==> src/rtl/step_seq_pkg.sv <==
// Purpose: Shared constants and types of the microstep sequencer.
// Assumes: 100 MHz core clock, 32-bit register port.
// Notes: Position counter spans one electrical period of four fullsteps.
package step_seq_pkg;

  ////////////////////////////////////////////////////////////////////////////
  // Widths
  localparam int POS_W = 10;
  localparam int VEL_W = 24;
  localparam int AMP_W = 9;
  localparam int CUR_W = 5;
  localparam int DELAY_W = 8;
  localparam int ADDR_W = 8;
  localparam int DATA_W = 32;

  ////////////////////////////////////////////////////////////////////////////
  // Register byte offsets
  localparam logic [ADDR_W-1:0] ADDR_CONTROL = 8'h00;
  localparam logic [ADDR_W-1:0] ADDR_RESOLUTION = 8'h04;
  localparam logic [ADDR_W-1:0] ADDR_VELOCITY = 8'h08;
  localparam logic [ADDR_W-1:0] ADDR_CURRENT = 8'h0C;
  localparam logic [ADDR_W-1:0] ADDR_STATUS = 8'h10;

  // Field positions
  localparam int CTL_DOUBLE_EDGE_BIT = 0;
  localparam int CTL_PIN_DIS_BIT = 1;
  localparam int CTL_PD_EN_BIT = 2;
  localparam int CTL_MODE_LSB = 4;
  localparam int CTL_HOLD_MAN_BIT = 6;
  localparam int CUR_RUN_LSB = 0;
  localparam int CUR_HOLD_LSB = 8;
  localparam int CUR_DELAY_LSB = 16;
  localparam int ST_POS_LSB = 0;
  localparam int ST_STILL_BIT = 16;
  localparam int ST_INDEX_BIT = 17;
  localparam int ST_EXTCLK_BIT = 18;
  localparam int ST_RES_LSB = 20;

  // Reset values
  localparam logic [3:0] RES_RST = 4'h0;
  localparam logic [VEL_W-1:0] VEL_RST = 24'h000000;
  localparam logic [CUR_W-1:0] RUN_RST = 5'h1F;
  localparam logic [CUR_W-1:0] HOLD_RST = 5'h10;
  localparam logic [DELAY_W-1:0] DELAY_RST = 8'h14;
  localparam logic [POS_W-1:0] POS_ZERO = 10'h000;

  ////////////////////////////////////////////////////////////////////////////
  // Resolution codes: step size is 2**code, code 8 is fullstep
  localparam logic [3:0] RES_CODE_MAX = 4'h8;
  localparam logic [3:0] RES_PIN_8 = 4'h5;
  localparam logic [3:0] RES_PIN_2 = 4'h7;
  localparam logic [3:0] RES_PIN_4 = 4'h6;
  localparam logic [3:0] RES_PIN_16 = 4'h4;

  // Sine table
  localparam int QUARTER = 256;
  localparam int SINE_AMP = 248;

  ////////////////////////////////////////////////////////////////////////////
  // Timing
  localparam int CLK_PERIOD_NS = 10;
  localparam int CLK_TIMEOUT_NS = 2000;
  localparam int CLK_TIMEOUT_CYCLES = CLK_TIMEOUT_NS / CLK_PERIOD_NS;
  localparam int PD_TICK_NS = 1000000;
  localparam int PD_TICK_CYCLES_DFLT = PD_TICK_NS / CLK_PERIOD_NS;

  ////////////////////////////////////////////////////////////////////////////
  // Types
  typedef enum logic [1:0] {
    SS_REDUCE = 2'h0,
    SS_FREEWHEEL = 2'h1,
    SS_BRAKE = 2'h2
  } standstill_mode_e;

  typedef enum logic [1:0] {
    PD_MOVING = 2'b01,
    PD_STILL = 2'b10
  } pd_state_e;

endpackage
==> src/rtl/sine_rom.sv <==
// Purpose: Sine and cosine lookup of the microstep position.
// Assumes: Position spans 4 * QUARTER entries, one electrical period.
// Notes: Quarter wave built at elaboration; outputs are registered.
`timescale 1ns/100ps
module sine_rom
(
  input wire logic clk,
  input wire logic rst_n,
  input wire logic clk_en,
  input wire logic [step_seq_pkg::POS_W-1:0] position,
  output logic signed [step_seq_pkg::AMP_W-1:0] sine_out,
  output logic signed [step_seq_pkg::AMP_W-1:0] cosine_out
);
  import step_seq_pkg::*;

  // Fixed point Taylor series, x in Q16 over 0..pi/2
  function automatic int sin_val(input int i);
    longint x;
    longint x2;
    longint t;
    longint s;
    x = (longint'(i) * 64'd102944) / QUARTER;
    x2 = (x * x) >>> 16;
    t = x;
    s = x;
    t = (t * x2) >>> 16;
    s = s - t / 6;
    t = (t * x2) >>> 16;
    s = s + t / 120;
    t = (t * x2) >>> 16;
    s = s - t / 5040;
    t = (t * x2) >>> 16;
    s = s + t / 362880;
    return int'((s * SINE_AMP + 32768) >>> 16);
  endfunction

  logic [7:0] tab [0:QUARTER];

  genvar g;
  generate
    for (g = 0; g <= QUARTER; g++)
    begin : g_tab
      assign tab[g] = 8'(sin_val(g));
    end
  endgenerate

  // Fold the quadrant onto the quarter wave
  function automatic logic signed [AMP_W-1:0] fold(
    input logic [POS_W-1:0] p
  );
    logic [8:0] idx;
    logic [AMP_W-1:0] mag;
    idx = p[8] ? 9'(9'h100 - {1'b0, p[7:0]}) : {1'b0, p[7:0]};
    mag = {1'b0, tab[idx]};
    return p[9] ? -signed'(mag) : signed'(mag);
  endfunction

  logic [POS_W-1:0] cos_pos;
  assign cos_pos = POS_W'(position + POS_W'(QUARTER));

  always_ff @(posedge clk)
  begin
    if (!rst_n)
    begin
      sine_out <= '0;
      cosine_out <= '0;
    end
    else if (clk_en)
    begin
      sine_out <= fold(position);
      cosine_out <= fold(cos_pos);
    end
  end

endmodule

==> src/rtl/step_dir_microstep_sequencer.sv <==
// Purpose: Step/direction microstep sequencer with step generator.
// Assumes: All pins synchronous to clk; registers on a plain port.
// Notes: Coil targets lag the position counter by two cycles.
//
// The register addresses and strobed register access were decided locally.
`timescale 1ns/100ps
// Functional notes
// Rising step edges count; both edges count with double-edge select set.
// Direction is sampled at each active step edge; host keeps it valid.
// Resolution is fullstep or 2 to 256 microsteps per fullstep.
// Direction low counts up, high counts down, by resolution step size.
// Position drives a sine/cosine table setting both coil targets.
// Index output marks position zero, once per four fullsteps.
// Position counter starts at zero after reset.
// Internal generator takes direction from velocity sign.
// Generator steps at programmed velocity without ramp; host ramps.
// External and internal stepping share the one position counter.
// Stalled external clock times out and falls back to internal.
// Grounded power-down pin enables standstill reduction by default.
// Automatic standstill level is slightly above half run current.
// Hold current, delay, freewheel or braking configurable at standstill.
// Control bit lets registers override pin mode selection.
// Position wraps modulo one electrical period in both directions.
// Power-down delay starts at last step, restarts on each step.
module step_dir_microstep_sequencer
#(
  parameter int PD_TICK_CYCLES = step_seq_pkg::PD_TICK_CYCLES_DFLT
)
(
  input wire logic clk,
  input wire logic rst_n,
  input wire logic clk_en,
  input wire logic step_in,
  input wire logic dir_in,
  input wire logic ms1_in,
  input wire logic ms2_in,
  input wire logic powerdown_serial_pin,
  input wire logic ext_clk_in,
  input wire logic [step_seq_pkg::ADDR_W-1:0] reg_addr,
  input wire logic [step_seq_pkg::DATA_W-1:0] reg_wdata,
  input wire logic reg_wr,
  input wire logic reg_rd,
  output logic [step_seq_pkg::DATA_W-1:0] reg_rdata,
  output logic signed [step_seq_pkg::AMP_W-1:0] coil_a_current,
  output logic signed [step_seq_pkg::AMP_W-1:0] coil_b_current,
  output logic index_out,
  output logic standstill_out,
  output logic freewheel_out,
  output logic brake_out,
  output logic ext_clk_sel
);
  import step_seq_pkg::*;

  localparam int TICK_W = $clog2(PD_TICK_CYCLES + 1);
  localparam int TO_W = $clog2(CLK_TIMEOUT_CYCLES + 1);
  localparam logic [TICK_W-1:0] TICK_LAST = TICK_W'(PD_TICK_CYCLES - 1);
  localparam logic [TO_W-1:0] TO_LAST = TO_W'(CLK_TIMEOUT_CYCLES - 1);

  ////////////////////////////////////////////////////////////////////////////
  // Configuration registers
  logic double_edge_step_select_reg;
  logic pin_dis_reg;
  logic pd_en_reg;
  logic [1:0] mode_reg;
  logic hold_man_reg;
  logic [3:0] res_reg;
  logic signed [VEL_W-1:0] vel_reg;
  logic [CUR_W-1:0] run_reg;
  logic [CUR_W-1:0] hold_reg;
  logic [DELAY_W-1:0] delay_reg;

  logic wr_ctrl;
  logic wr_res;
  logic wr_vel;
  logic wr_cur;
  assign wr_ctrl = reg_wr && (reg_addr == ADDR_CONTROL);
  assign wr_res = reg_wr && (reg_addr == ADDR_RESOLUTION);
  assign wr_vel = reg_wr && (reg_addr == ADDR_VELOCITY);
  assign wr_cur = reg_wr && (reg_addr == ADDR_CURRENT);

  always_ff @(posedge clk)
  begin
    if (!rst_n)
    begin
      double_edge_step_select_reg <= 1'b0;
      pin_dis_reg <= 1'b0;
      pd_en_reg <= 1'b0;
      mode_reg <= SS_REDUCE;
      hold_man_reg <= 1'b0;
    end
    else if (clk_en && wr_ctrl)
    begin
      double_edge_step_select_reg <= reg_wdata[CTL_DOUBLE_EDGE_BIT];
      pin_dis_reg <= reg_wdata[CTL_PIN_DIS_BIT];
      pd_en_reg <= reg_wdata[CTL_PD_EN_BIT];
      mode_reg <= reg_wdata[CTL_MODE_LSB +: 2];
      hold_man_reg <= reg_wdata[CTL_HOLD_MAN_BIT];
    end
  end

  always_ff @(posedge clk)
  begin
    if (!rst_n)
    begin
      res_reg <= RES_RST;
      vel_reg <= VEL_RST;
      run_reg <= RUN_RST;
      hold_reg <= HOLD_RST;
      delay_reg <= DELAY_RST;
    end
    else if (clk_en)
    begin
      if (wr_res)
        res_reg <= reg_wdata[3:0];
      if (wr_vel)
        vel_reg <= reg_wdata[VEL_W-1:0];
      if (wr_cur)
      begin
        run_reg <= reg_wdata[CUR_RUN_LSB +: CUR_W];
        hold_reg <= reg_wdata[CUR_HOLD_LSB +: CUR_W];
        delay_reg <= reg_wdata[CUR_DELAY_LSB +: DELAY_W];
      end
    end
  end

  ////////////////////////////////////////////////////////////////////////////
  // Resolution and mode selection
  logic [3:0] pin_res;
  logic [3:0] reg_res;
  logic [3:0] res_eff;
  logic [POS_W-1:0] step_size;
  logic pd_auto_en;
  assign pin_res = ms2_in ? (ms1_in ? RES_PIN_16 : RES_PIN_4)
                          : (ms1_in ? RES_PIN_2 : RES_PIN_8);
  assign reg_res = (res_reg > RES_CODE_MAX) ? RES_CODE_MAX : res_reg;
  assign res_eff = pin_dis_reg ? reg_res : pin_res;
  assign step_size = POS_W'(1) << res_eff;
  // Grounded pin requests reduction unless registers override
  assign pd_auto_en = pin_dis_reg ? pd_en_reg : ~powerdown_serial_pin;

  ////////////////////////////////////////////////////////////////////////////
  // Step sources
  logic step_prev_reg;
  logic [VEL_W-1:0] acc_reg;
  logic step_rise;
  logic step_fall;
  logic int_active;
  logic ext_step;
  logic [VEL_W-1:0] vel_mag;
  logic [VEL_W:0] acc_sum;
  logic int_step;
  logic step_any;
  logic step_back;

  assign step_rise = step_in & ~step_prev_reg;
  assign step_fall = ~step_in & step_prev_reg;
  assign int_active = |vel_reg;
  assign ext_step = ~int_active & (step_rise
                  | (double_edge_step_select_reg & step_fall));
  assign vel_mag = vel_reg[VEL_W-1] ? VEL_W'(-vel_reg) : VEL_W'(vel_reg);
  assign acc_sum = {1'b0, acc_reg} + {1'b0, vel_mag};
  assign int_step = int_active & acc_sum[VEL_W];
  assign step_any = ext_step | int_step;
  // Generator ignores the pin; the pin is read only in its edge cycle
  assign step_back = int_active ? vel_reg[VEL_W-1] : dir_in;

  always_ff @(posedge clk)
  begin
    if (!rst_n)
    begin
      step_prev_reg <= 1'b0;
      acc_reg <= '0;
    end
    else if (clk_en)
    begin
      step_prev_reg <= step_in;
      acc_reg <= int_active ? acc_sum[VEL_W-1:0] : '0;
    end
  end

  ////////////////////////////////////////////////////////////////////////////
  // Position counter and index
  logic [POS_W-1:0] pos_reg;
  logic [POS_W-1:0] pos_next;
  logic index_next;

  assign pos_next = !step_any ? pos_reg
                  : step_back ? POS_W'(pos_reg - step_size)
                  : POS_W'(pos_reg + step_size);
  assign index_next = pos_next < step_size;

  always_ff @(posedge clk)
  begin
    if (!rst_n)
    begin
      pos_reg <= POS_ZERO;
      index_out <= 1'b1;
    end
    else if (clk_en)
    begin
      pos_reg <= pos_next;
      index_out <= index_next;
    end
  end

  logic signed [AMP_W-1:0] sine_val;
  logic signed [AMP_W-1:0] cosine_val;

  sine_rom u_sine_rom
  (
    .clk(clk),
    .rst_n(rst_n),
    .clk_en(clk_en),
    .position(pos_reg),
    .sine_out(sine_val),
    .cosine_out(cosine_val)
  );

  ////////////////////////////////////////////////////////////////////////////
  // Standstill detection
  pd_state_e pd_state_reg;
  pd_state_e pd_state_next;
  logic [TICK_W-1:0] tick_cnt_reg;
  logic [DELAY_W-1:0] delay_cnt_reg;
  logic tick;
  logic delay_done;

  assign tick = tick_cnt_reg == TICK_LAST;
  assign delay_done = delay_cnt_reg >= delay_reg;

  always_comb
  begin
    pd_state_next = pd_state_reg;
    case (pd_state_reg)
      PD_MOVING:
        if (!step_any && delay_done)
          pd_state_next = PD_STILL;
      PD_STILL:
        if (step_any)
          pd_state_next = PD_MOVING;
      default:
        pd_state_next = PD_MOVING;
    endcase
  end

  always_ff @(posedge clk)
  begin
    if (!rst_n)
    begin
      pd_state_reg <= PD_MOVING;
      tick_cnt_reg <= '0;
      delay_cnt_reg <= '0;
    end
    else if (clk_en)
    begin
      pd_state_reg <= pd_state_next;
      if (step_any || tick)
        tick_cnt_reg <= '0;
      else
        tick_cnt_reg <= TICK_W'(tick_cnt_reg + 1'b1);
      if (step_any)
        delay_cnt_reg <= '0;
      else if (tick && !delay_done)
        delay_cnt_reg <= DELAY_W'(delay_cnt_reg + 1'b1);
    end
  end

  ////////////////////////////////////////////////////////////////////////////
  // Coil current scaling
  logic [CUR_W-1:0] auto_hold;
  logic [CUR_W-1:0] hold_level;
  logic reduce;
  logic [CUR_W-1:0] cur_sel;
  logic signed [CUR_W:0] cur_s;
  logic signed [AMP_W+CUR_W:0] prod_a;
  logic signed [AMP_W+CUR_W:0] prod_b;

  // Half the run current plus one step, never above run current
  assign auto_hold = ((run_reg >> 1) < run_reg) ?
                     CUR_W'((run_reg >> 1) + 1'b1) : run_reg;
  assign hold_level = hold_man_reg ? hold_reg : auto_hold;
  assign reduce = pd_auto_en && (pd_state_reg == PD_STILL);
  assign cur_sel = !reduce ? run_reg
                 : (mode_reg == SS_REDUCE) ? hold_level : '0;
  assign cur_s = signed'({1'b0, cur_sel});
  assign prod_a = sine_val * cur_s;
  assign prod_b = cosine_val * cur_s;

  always_ff @(posedge clk)
  begin
    if (!rst_n)
    begin
      coil_a_current <= '0;
      coil_b_current <= '0;
      standstill_out <= 1'b0;
      freewheel_out <= 1'b0;
      brake_out <= 1'b0;
    end
    else if (clk_en)
    begin
      coil_a_current <= prod_a[AMP_W+CUR_W-1:CUR_W];
      coil_b_current <= prod_b[AMP_W+CUR_W-1:CUR_W];
      standstill_out <= pd_state_reg == PD_STILL;
      freewheel_out <= reduce && (mode_reg == SS_FREEWHEEL);
      brake_out <= reduce && (mode_reg == SS_BRAKE);
    end
  end

  ////////////////////////////////////////////////////////////////////////////
  // External clock watchdog
  logic ext_prev_reg;
  logic [TO_W-1:0] to_cnt_reg;
  logic ext_toggle;
  logic timed_out;
  assign ext_toggle = ext_clk_in ^ ext_prev_reg;
  assign timed_out = to_cnt_reg == TO_LAST;

  always_ff @(posedge clk)
  begin
    if (!rst_n)
    begin
      ext_prev_reg <= 1'b0;
      to_cnt_reg <= '0;
      ext_clk_sel <= 1'b0;
    end
    else if (clk_en)
    begin
      ext_prev_reg <= ext_clk_in;
      if (ext_toggle)
      begin
        to_cnt_reg <= '0;
        ext_clk_sel <= 1'b1;
      end
      else if (timed_out)
        ext_clk_sel <= 1'b0;
      else
        to_cnt_reg <= TO_W'(to_cnt_reg + 1'b1);
    end
  end

  ////////////////////////////////////////////////////////////////////////////
  // Register read
  logic [DATA_W-1:0] rd_ctrl;
  logic [DATA_W-1:0] rd_cur;
  logic [DATA_W-1:0] rd_status;
  logic [DATA_W-1:0] rd_mux;

  always_comb
  begin
    rd_ctrl = '0;
    rd_ctrl[CTL_DOUBLE_EDGE_BIT] = double_edge_step_select_reg;
    rd_ctrl[CTL_PIN_DIS_BIT] = pin_dis_reg;
    rd_ctrl[CTL_PD_EN_BIT] = pd_en_reg;
    rd_ctrl[CTL_MODE_LSB +: 2] = mode_reg;
    rd_ctrl[CTL_HOLD_MAN_BIT] = hold_man_reg;
    rd_cur = '0;
    rd_cur[CUR_RUN_LSB +: CUR_W] = run_reg;
    rd_cur[CUR_HOLD_LSB +: CUR_W] = hold_reg;
    rd_cur[CUR_DELAY_LSB +: DELAY_W] = delay_reg;
    rd_status = '0;
    rd_status[ST_POS_LSB +: POS_W] = pos_reg;
    rd_status[ST_STILL_BIT] = pd_state_reg == PD_STILL;
    rd_status[ST_INDEX_BIT] = index_out;
    rd_status[ST_EXTCLK_BIT] = ext_clk_sel;
    rd_status[ST_RES_LSB +: 4] = res_eff;
  end

  assign rd_mux = (reg_addr == ADDR_CONTROL) ? rd_ctrl
                : (reg_addr == ADDR_RESOLUTION) ? DATA_W'(res_reg)
                : (reg_addr == ADDR_VELOCITY) ? DATA_W'(unsigned'(vel_reg))
                : (reg_addr == ADDR_CURRENT) ? rd_cur
                : (reg_addr == ADDR_STATUS) ? rd_status
                : '0;

  always_ff @(posedge clk)
  begin
    if (!rst_n)
      reg_rdata <= '0;
    else if (clk_en)
      reg_rdata <= reg_rd ? rd_mux : '0;
  end

endmodule

==> config.mk <==
export PLATFORM = sky130hd
export DESIGN_NAME = step_dir_microstep_sequencer
export DESIGN_NICKNAME = d
export VERILOG_FILES = /design/src/rtl/step_seq_pkg.sv /design/src/rtl/sine_rom.sv /design/src/rtl/step_dir_microstep_sequencer.sv
export SDC_FILE = /design/constraint.sdc
export NUM_CORES = 1
export LEC_CHECK = 0
export BUFFER_PORTS_ARGS = -buffer_cell sky130_fd_sc_hd__buf_2
export CORE_MARGIN = 2
export CORE_UTILIZATION = 40
export DETAILED_ROUTE_END_ITERATION = 8
export SYNTH_ARGS = -nofsm -noshare
export SYNTH_HDL_FRONTEND = slang
export SYNTH_SLANG_ARGS = --single-unit
==> constraint.sdc <==
create_clock -name clk -period 6.22 [get_ports clk]
set_input_delay 0.622 -clock clk [delete_from_list [all_inputs] [get_ports clk]]
set_output_delay 0.622 -clock clk [all_outputs]
set_load 0.03 [all_outputs]
Word-level counts from Yosys, hierarchy flattened
Memory sizes are Yosys's and may differ from the RTL's.
Index checks and enable logic that the tools add are counted.
{"block": "totals", "register_bits": 196, "latchBits": 0, "mem_bits_rw": 0, "mem_bits_ro": 8192, "wordCells": 143, "mem_count": 2}
{"name": "(name not given)", "depth": 512, "word_bits": 8, "rd": 1, "rd_clocked_by_memory_dff": 0, "wr": 0, "line_no": "sine_rom.sv:54", "source": "mag = {1'b0, tab[idx]};"}
{"name": "(name not given)", "depth": 512, "word_bits": 8, "rd": 1, "rd_clocked_by_memory_dff": 0, "wr": 0, "line_no": "sine_rom.sv:54"}
{"block": "op_classes", "add_sub_neg": 13, "multipliers": 2, "div": 0, "n_lt_le_gt_ge": 6, "n_eq_ne": 13, "shift": 1, "n_mux": 39, "bitwise_logic": 14, "n_reduce_logical": 25}
{"operator": "$mux W24", "count": 8}
{"operator": "$mux W8", "count": 8}
{"operator": "$mux W9", "count": 4}
{"operator": "$mul A9 B6 Y14", "count": 2}
{"operator": "$add A24 B24 Y25", "count": 1}
{"operator": "$neg A24 Y24", "count": 1}
{"operator": "$reduce_or A24 Y1", "count": 1}
{"operator": "$ge A10 B10 Y1 const B", "count": 2}
{"operator": "$mux W10", "count": 2}
{"operator": "$mux W5", "count": 4}
{"operator": "$not A9 Y10", "count": 2}
{"operator": "$neg A8 Y9", "count": 2}
{"operator": "$sub A9 B8 Y9 const A", "count": 2}
{"operator": "$add A17 B1 Y17 const B", "count": 1}
{"operator": "$eq A17 B17 Y1 const B", "count": 1}
{"operator": "$mux W17", "count": 1}
{"operator": "$add A8 B1 Y8 const B", "count": 2}
{"operator": "$eq A8 B4 Y1 const B", "count": 2}
{"operator": "$reduce_and A2 Y1", "count": 6}
{"operator": "$add A10 B10 Y10", "count": 1}
{"operator": "$add A10 B9 Y10 const B", "count": 1}
{"operator": "$logic_and A1 B1 Y1", "count": 10}
{"operator": "$lt A10 B10 Y1", "count": 1}
{"operator": "$mux W2", "count": 5}
{"operator": "other kinds (25)", "count": 43}

Logic depth before layout (Yosys ltp)
Gate-level depths: netlist of the first run.
{"block": "logic_depth", "depth_word": 10, "ltp_mapped": 30, "depth_no_buf": 28}

By module
A second synthesis of the first run with hierarchy kept.
{"block": "hier_totals", "cells_unflattened": 2578, "area_unflattened_um2": 19332.3}
{"mod": "step_dir_microstep_sequencer", "instances": 1, "cells_each": 1655, "area_per_inst_um2": 13180.1, "seq_area_each_um2": 3403.3}
{"mod": "sine_rom", "instances": 1, "cells_each": 923, "area_per_inst_um2": 6152.2, "seq_area_each_um2": 360.3}

Least setup slack after synthesis of the first run
No wires, ideal clock.
{"block": "synth_timing", "path_kind": "register -> register", "start": "register run_reg[1]", "end": "register coil_b_current[8] in the netlist's numbering", "setup_ns": 0.115, "arrival_ns": 5.667, "required_time_ns": 6.105, "slack_ns": 0.438, "path_stages_with_launch": 26, "path_buffers": 1, "synth_period_minus_slack_ns": 5.782, "path_cell_list": "dfxtp_1 inv_1 ha_1 a21o_1 a21oi_1 o21ai_0 o31ai_1 o21ai_0 nor2_1 a21oi_1 o21ai_1 clkbuf_1 and2_1 fa_1 fa_1 inv_1 fa_1 inv_1 ha_1 nand3_1 or4bb_1 o211ai_1 nand2_1 o2111ai_1 nor4b_1 a2111oi_0"}
{"block": "synth_between", "elab_chain_len": 6, "word_cells_on_any_way": 7, "classes_between": "1 x add/sub; 1 x mul; 1 x order compare; 4 x mux"}
{"element": "from (decl)", "line_no": "step_dir_microstep_sequencer.sv:68", "source": "logic [CUR_W-1:0] run_reg;"}
{"element": "from (signal assigned)", "line_no": "step_dir_microstep_sequencer.sv:119", "source": "run_reg <= reg_wdata[CUR_RUN_LSB +: CUR_W];"}
{"element": "$add A4 B1 Y5 or $lt A4 B5 Y1 (tied branches)", "line_no": "step_dir_microstep_sequencer.sv:280, step_dir_microstep_sequencer.sv:279"}
{"element": "$mux W5", "line_no": "step_dir_microstep_sequencer.sv:279", "source": "assign auto_hold = ((run_reg >> 1) < run_reg) ?"}
{"element": "$mux W5", "line_no": "step_dir_microstep_sequencer.sv:281", "source": "assign hold_level = hold_man_reg ? hold_reg : auto_hold;"}
{"element": "$mux W5", "line_no": "step_dir_microstep_sequencer.sv:284", "source": ": (mode_reg == SS_REDUCE) ? hold_level : '0;"}
{"element": "$mux W5 (*)", "line_no": "step_dir_microstep_sequencer.sv:283", "source": "assign cur_sel = !reduce ? run_reg"}
{"element": "$mul A9 B6 Y14 (*)", "line_no": "step_dir_microstep_sequencer.sv:287", "source": "assign prod_b = cosine_val * cur_s;"}
{"element": "to (signal assigned)", "line_no": "step_dir_microstep_sequencer.sv:302", "source": "coil_b_current <= prod_b[AMP_W+CUR_W-1:CUR_W];"}
{"element": "to (decl)", "line_no": "step_dir_microstep_sequencer.sv:45", "source": "output logic signed [step_seq_pkg::AMP_W-1:0] coil_b_current,"}
Mark *: on every way between the ends. The rest lies on a longest branch, timed or not.
A chain may end at the register's enable or synchronous reset.

Final worst setup path of the first run
Same ends and word-level chain as after synthesis.

==> reports/metrics.yaml, run 1 <==
final_layout:
  fillers: 4517
  final_nets: 2619
  fin_area_sq_um: 19600
  drive_above_1_share: 0.108
  regArea_sq_um: 3770
  area_growth_syn_to_layout_pct: 8.64
  mostFrequentLayoutCells: "nand2_1 (278), nor2_1 (189), a21oi_1 (187)"
  mostFrequentLayoutCell: "nand2_1"
  multi_input_area_sq_um: 13000
critical_path:
  cp-end-kind: "flop"
  reg2reg_slack_ns: 0.36
  worstPathRequired_ns: 6.56
  cp.arrival_ns: 6.20
  path_class: "reg2reg"
  start_kind: "flop"
  crit_fanout: 10
flow_run:
  cap_violations: 0
timing:
  clock.fmax_mhz: 171
  hold_slack_ns: 0.395
  final-setup-viol-count: 0
  fin_crit_ns: 5.86
  worst_pin_slew_ns: 1.13
  min_period_over_period: 0.942
  hold_viol_final: 0
  report.final.slew_viol_count: 0
  grt_setup_unrepaired: "false"
  slew_headroom: 0.243
  tns_ns: 0
  clock_skew_ns: 0.0200
route:
  routedWlPerCell_um: 18.4
  dr.first_iter.drc_count: 1859
  dr.pass1.iters: 6
  viasPerCell: 5.86
  num_vias: 17500
  wl_um: 55000
  drc_errors: 0
  ant_nets: 0
pwr:
  leakage_uw: 0.00806
  power.density_nw_per_um2: 266
  p_switching_uw: 2300
  internal_power_uw: 2900
  seqPwrFrac: 0.262
  p_comb_frac: 0.533
  power.total_uw: 5200
  peakVddDrop_uv: 179
  swShare: 0.442
  power_frac_clock: 0.205
global_route:
  antenna_found_initial: 3
  grt_max_degree: 75
  grt_pass1_vias: 16400
  grt_pass1_wl_um: 88300
  grt_use_total: 0.231
  overflow: 0
clock_network:
  clk_pin_slew_worst_paths_ns: 0.08
  cts_root_buf: "clkbuf_16"
  clkSinkCount: 188
  cts_made_buffers: 17
  cts_max_level: 4
  max-clock-path-buffers: 2
  cts_tree: "done"
  ctsHoldBuffers: 0
  clk_latency_ns: 0.47
logic_synthesis:
  async_flop_share: 0
  seq_area_frac_synth: 0.209
  synth_seq_cells: 188
  yosys_warnings: 0
  syn_area_per_cell_sq_um: 7.58
  synth_cells: 2378
  yosysUniqueCellTypes: 109
  ys.flop_type: "dfxtp_1"
  syn_area_sq_um: 18000
  synth-edff-count: 0
floorplanning:
  die_area_sq_um: 46800
  core_sq_um: 44300
  fp.dieW_um: 216
  rows: 77
  die_y_um: 216
  start_util: 0.407
  io_pins: 106
placement:
  gp_congestion: 0.923
  hpwl_um: 40600
  port_buffers: 89
  dpl_cell_area_sq_um: 18900
outcome:
  status: "finished, final reports clean"
hold_path:
  hold_path_class: "in2reg"
## path summary, 6_finish.rpt
check                          from                 to  depth (start not counted)
setup / recovery         run_reg[1]  coil_b_current[8]                         23
hold / removal        reg_wdata[14]        vel_reg[14]                          3
setup reg to reg         run_reg[1]  coil_b_current[8]                         23
hold reg to reg   coil_a_current[6]  coil_a_current[6]                          2
## cell families after synthesis
group	Yosys count	synth area share
xor+xnor	121	0.0588
compound gates	645	0.241
simple gates	866	0.236
buf+inv	319	0.0736
flops	188	0.209
fa+ha+maj	180	0.147
mux	57	0.0344
other cells	2	0.000416
## synth_stat cells (23+ instances only)
cell      count  share of area
a211oi_1     27          0.011
a21o_1       29          0.012
a21oi_1     189          0.052
and2_1       66          0.023
buf_2        31         0.0086
clkbuf_1     99          0.021
dfxtp_1     188           0.21
fa_1         54          0.060
ha_1        126          0.087
inv_1       149          0.031
mux2i_1      40          0.022
nand2_1     278          0.058
nand2b_1     23         0.0080
nand3_1      69          0.019
nand4_1      24         0.0083
nor2_1      189          0.039
nor2b_1      41          0.014
nor3_1       60          0.017
o211ai_1     34          0.014
o21ai_0     101          0.028
xnor2_1      91          0.044
xor2_1       30          0.015
## per-stage QoR
step	setup WS [ns]	utilization	std cells
CTS	0.0658	0.440	2991
floorplan	0.438	-	2385
global route	0.0135	0.442	2995
finish	0.359	0.442	2995
global placement	0.136	0.428	2959
detailed placement	-0.0204	0.428	2959
## power by group through the flow
| stage | clock, uW | sequential [uW] | combinational (uW) |
|---|---|---|---|
| floorplan | 0 | 1420 | 2100 |
| global placement | 0 | 1390 | 2700 |
| detailed placement | 0 | 1390 | 2760 |
| CTS | 1090 | 1360 | 2770 |
| global route | 1130 | 1380 | 3150 |
| finish | 1060 | 1360 | 2780 |
## critical path, stage by stage, from the launching register on
cell and delay [ns]:
dfxtp_2 0.37, inv_1 0.07, ha_1 0.31, a21o_1 0.16, a21oi_4 0.07, buf_4 0.14, or2_2 0.32, a22oi_1 0.15
nor2_1 0.08, a21oi_2 0.39, nor2b_1 0.10, ha_1 0.34, fa_1 0.55, inv_1 0.06, fa_1 0.53, inv_1 0.04
ha_1 0.33, nand3_1 0.08, or4bb_1 0.54, o211ai_1 0.29, nand2_1 0.15, o2111ai_2 0.26, nor4b_1 0.09, a2111oi_1 0.33
## area by class of cell
cell class / count / area share
sequential: 188 / 0.192
tap: 592 / 0.0378
timing repair buffer: 149 / 0.0460
multi-input combinational: 1878 / 0.665
clock buffer: 18 / 0.0219
inverter: 154 / 0.0297
clock inverter: 14 / 0.00677
antenna: 2 / 0.000255
## timing repair
item | CTS | global route
setup buffers | 0 | 2
endpoints found under the hold margin | 0 | 0
endpoints found under the setup margin | 1 | 4
gates resized for setup | 2 | 15
pin swaps | 0 | 4
## routing by layer
| layer | vias up | part of all wire | track usage |
|---|---|---|---|
| li1 | 8468 | - | - |
| met1 | 8420 | 0.47 | 0.329 |
| met2 | 570 | 0.45 | 0.363 |
| met3 | 82 | 0.061 | 0.0334 |
| met4 | 2 | 0.017 | 0.0603 |
| met5 | - | 0.00022 | 0 |
(Power assumes the default switching activity.)
==> run 2, diff against run 1 <==
--- a/config.mk
+++ b/config.mk
@@ -5,7 +5,7 @@
 export SDC_FILE = /design/constraint.sdc
 export NUM_CORES = 1
 export LEC_CHECK = 0
-export BUFFER_PORTS_ARGS = -buffer_cell sky130_fd_sc_hd__buf_2
+export BUFFER_PORTS_ARGS = -buffer_cell sky130_fd_sc_hd__buf_4
 export CORE_MARGIN = 2
 export CORE_UTILIZATION = 40
 export DETAILED_ROUTE_END_ITERATION = 8
==> run 2 against run 1 <==
Against the previous run: power up 2.6%; clock skew rose by 0.0042 ns; fmax is 0.38% higher; global-route usage up 0.40 points; non-clock buffer count shrank 2; register-to-register slack improved by 0.02 ns; setup slack better by 0.022 ns; critical path type unchanged.
==> reports/metrics.yaml, run 2 (synthesis results as in run 1) <==
outcome:
  status: "finished, final reports clean"
placement:
  hpwl_um: 40600
  gp_congestion: 0.928
  dp_slack_ns: -0.126
  port_buffers: 89
route:
  num_vias: 17400
  dr.pass1.iters: 7
  ant_nets: 0
  viasPerCell: 5.82
  dr.first_iter.drc_count: 1702
  wl_um: 55300
  drc_errors: 0
  routedWlPerCell_um: 18.5
timing:
  slew_headroom: 0.244
  min_period_over_period: 0.939
  final-setup-viol-count: 0
  report.final.slew_viol_count: 0
  clock.fmax_mhz: 171
  fin_crit_ns: 5.84
  grt_setup_unrepaired: "false"
  tns_ns: 0
  hold_viol_final: 0
  clock_skew_ns: 0.0241
  setup_slack_ns: 0.381
  worst_pin_slew_ns: 1.13
critical_path:
  cp-end-kind: "flop"
  critPathMostFrequentCell: "fa_1"
  reg2reg_slack_ns: 0.38
  worstPathRequired_ns: 6.57
  path_class: "reg2reg"
  cpMaxStageDelayCell: "fa_1"
  cp_top_family: "adder cells"
  cp_slowest_stage_delay_ns: 0.53
  start_kind: "flop"
  crit_fanout: 18
  cp.arrival_ns: 6.19
  worst-path-buf-inv: 4
clock_network:
  cts_max_level: 4
  cts_root_buf: "clkbuf_16"
  clk_latency_ns: 0.48
  ctsHoldBuffers: 0
  clkSinkCount: 188
  cts_made_buffers: 17
  clk_pin_slew_worst_paths_ns: 0.09
  cts_tree: "done"
  max-clock-path-buffers: 2
pwr:
  p_comb_frac: 0.528
  swShare: 0.444
  power.density_nw_per_um2: 269
  power.total_uw: 5340
  leakage_uw: 0.00812
  peakVddDrop_uv: 143
  seqPwrFrac: 0.255
  p_switching_uw: 2370
  power_frac_clock: 0.217
  internal_power_uw: 2970
final_layout:
  drive_above_1_share: 0.108
  mostFrequentLayoutCell: "nand2_1"
  mostFrequentLayoutCells: "nand2_1 (278), nor2_1 (189), a21oi_1 (187)"
  final_nets: 2617
  post-route-util: 0.448
  diodes: 0
  area_growth_syn_to_layout_pct: 10.2
floorplanning:
  io_pins: 106
  fp.dieW_um: 216
  core_sq_um: 44300
  start_util: 0.407
  die_y_um: 216
  rows: 77
  die_area_sq_um: 46800
flow_run:
  cap_violations: 0
global_route:
  grt_pass1_vias: 16600
  grt_pass1_wl_um: 89400
  grt_max_degree: 73
  antenna_found_initial: 0
  grt_use_total: 0.235
  overflow: 0
hold_path:
  hold_path_class: "in2reg"
-- run 2: cell types whose count changed in the layout (fill, tap and decap cells not counted), moves of 2 or more --
cell        previous run  this run
buf_2                 88         0
buf_4                 60       145
clkinv_2               2         0
clkinv_4               3         0
clkinv_8               2         7
clkinvlp_4             3         1
diode_2                2         0
inv_2                  2         4
inv_8                  1         3
o21ai_0               99        97
-- run 2: layout make-up --
cell class	count	area [sq um]
fillers	4462	24500
multi-input cells	1878	13000
flip-flops and latches	188	3770
repair buffers	147	1120
well taps	592	741
inverters	154	581
clock buffers	17	425
clock inverters	15	198
-- run 2: routing by layer --
layer / GRT usage / part of all wire / up-vias
met5: 0 / 0 / -
met4: 0.0705 / 0.021 / 0
met3: 0.0413 / 0.062 / 76
met2: 0.372 / 0.45 / 546
met1: 0.325 / 0.47 / 8325
li1: - / - / 8466
-- run 2: power by group through the flow --
| stage | sequential [uW] | clock [uW] | combinational [uW] |
|---|---|---|---|
| floorplan | 1420 | 0 | 2100 |
| global placement | 1390 | 0 | 2730 |
| detailed placement | 1390 | 0 | 2790 |
| CTS | 1360 | 1190 | 2800 |
| global route | 1380 | 1230 | 3180 |
| finish | 1360 | 1160 | 2820 |
-- run 2: metrics by stage --
step / hold slack [ns] / cells / area (sq um)
4_1_cts: 0.340 / 2988 / 19800
2_1_floorplan: 0.445 / 2385 / 18100
5_1_grt: 0.347 / 2991 / 19900
3_3_place_gp: 0.443 / 2956 / 19200
6_report: 0.372 / 2991 / 19900
3_5_place_dp: 0.450 / 2956 / 19200
-- run 2: final timing paths --
path,endpoint,start,cells after the start
max,coil_b_current[8],run_reg[1],25
min,run_reg[4],reg_wdata[4],3
max reg2reg,coil_b_current[8],run_reg[1],25
min reg2reg,coil_a_current[6],coil_a_current[6],2
-- run 2: what timing repair did --
item | 4_1_cts | 5_1_grt
setup endpoints to repair | 2 | 4
setup buffers | 0 | 3
pin swaps | 0 | 7
resized for setup | 2 | 19
hold endpoints to repair | 0 | 0
-- run 2: worst register-to-register path: stages, from the launching register on --
cell,delay [ns]
dfxtp_2,0.38
inv_2,0.08
ha_1,0.31
a21o_1,0.20
a21oi_4,0.22
o21ai_0,0.13
o31ai_1,0.09
o21ai_1,0.08
nor2_1,0.09
a21oi_1,0.04
o21ai_1,0.19
buf_6,0.20
and2_1,0.18
fa_1,0.42
fa_1,0.50
inv_1,0.06
fa_1,0.53
inv_1,0.04
ha_1,0.32
nand3_1,0.09
or4bb_1,0.53
o211ai_1,0.28
nand2_1,0.13
o2111ai_2,0.22
nor4b_1,0.08
a2111oi_1,0.33
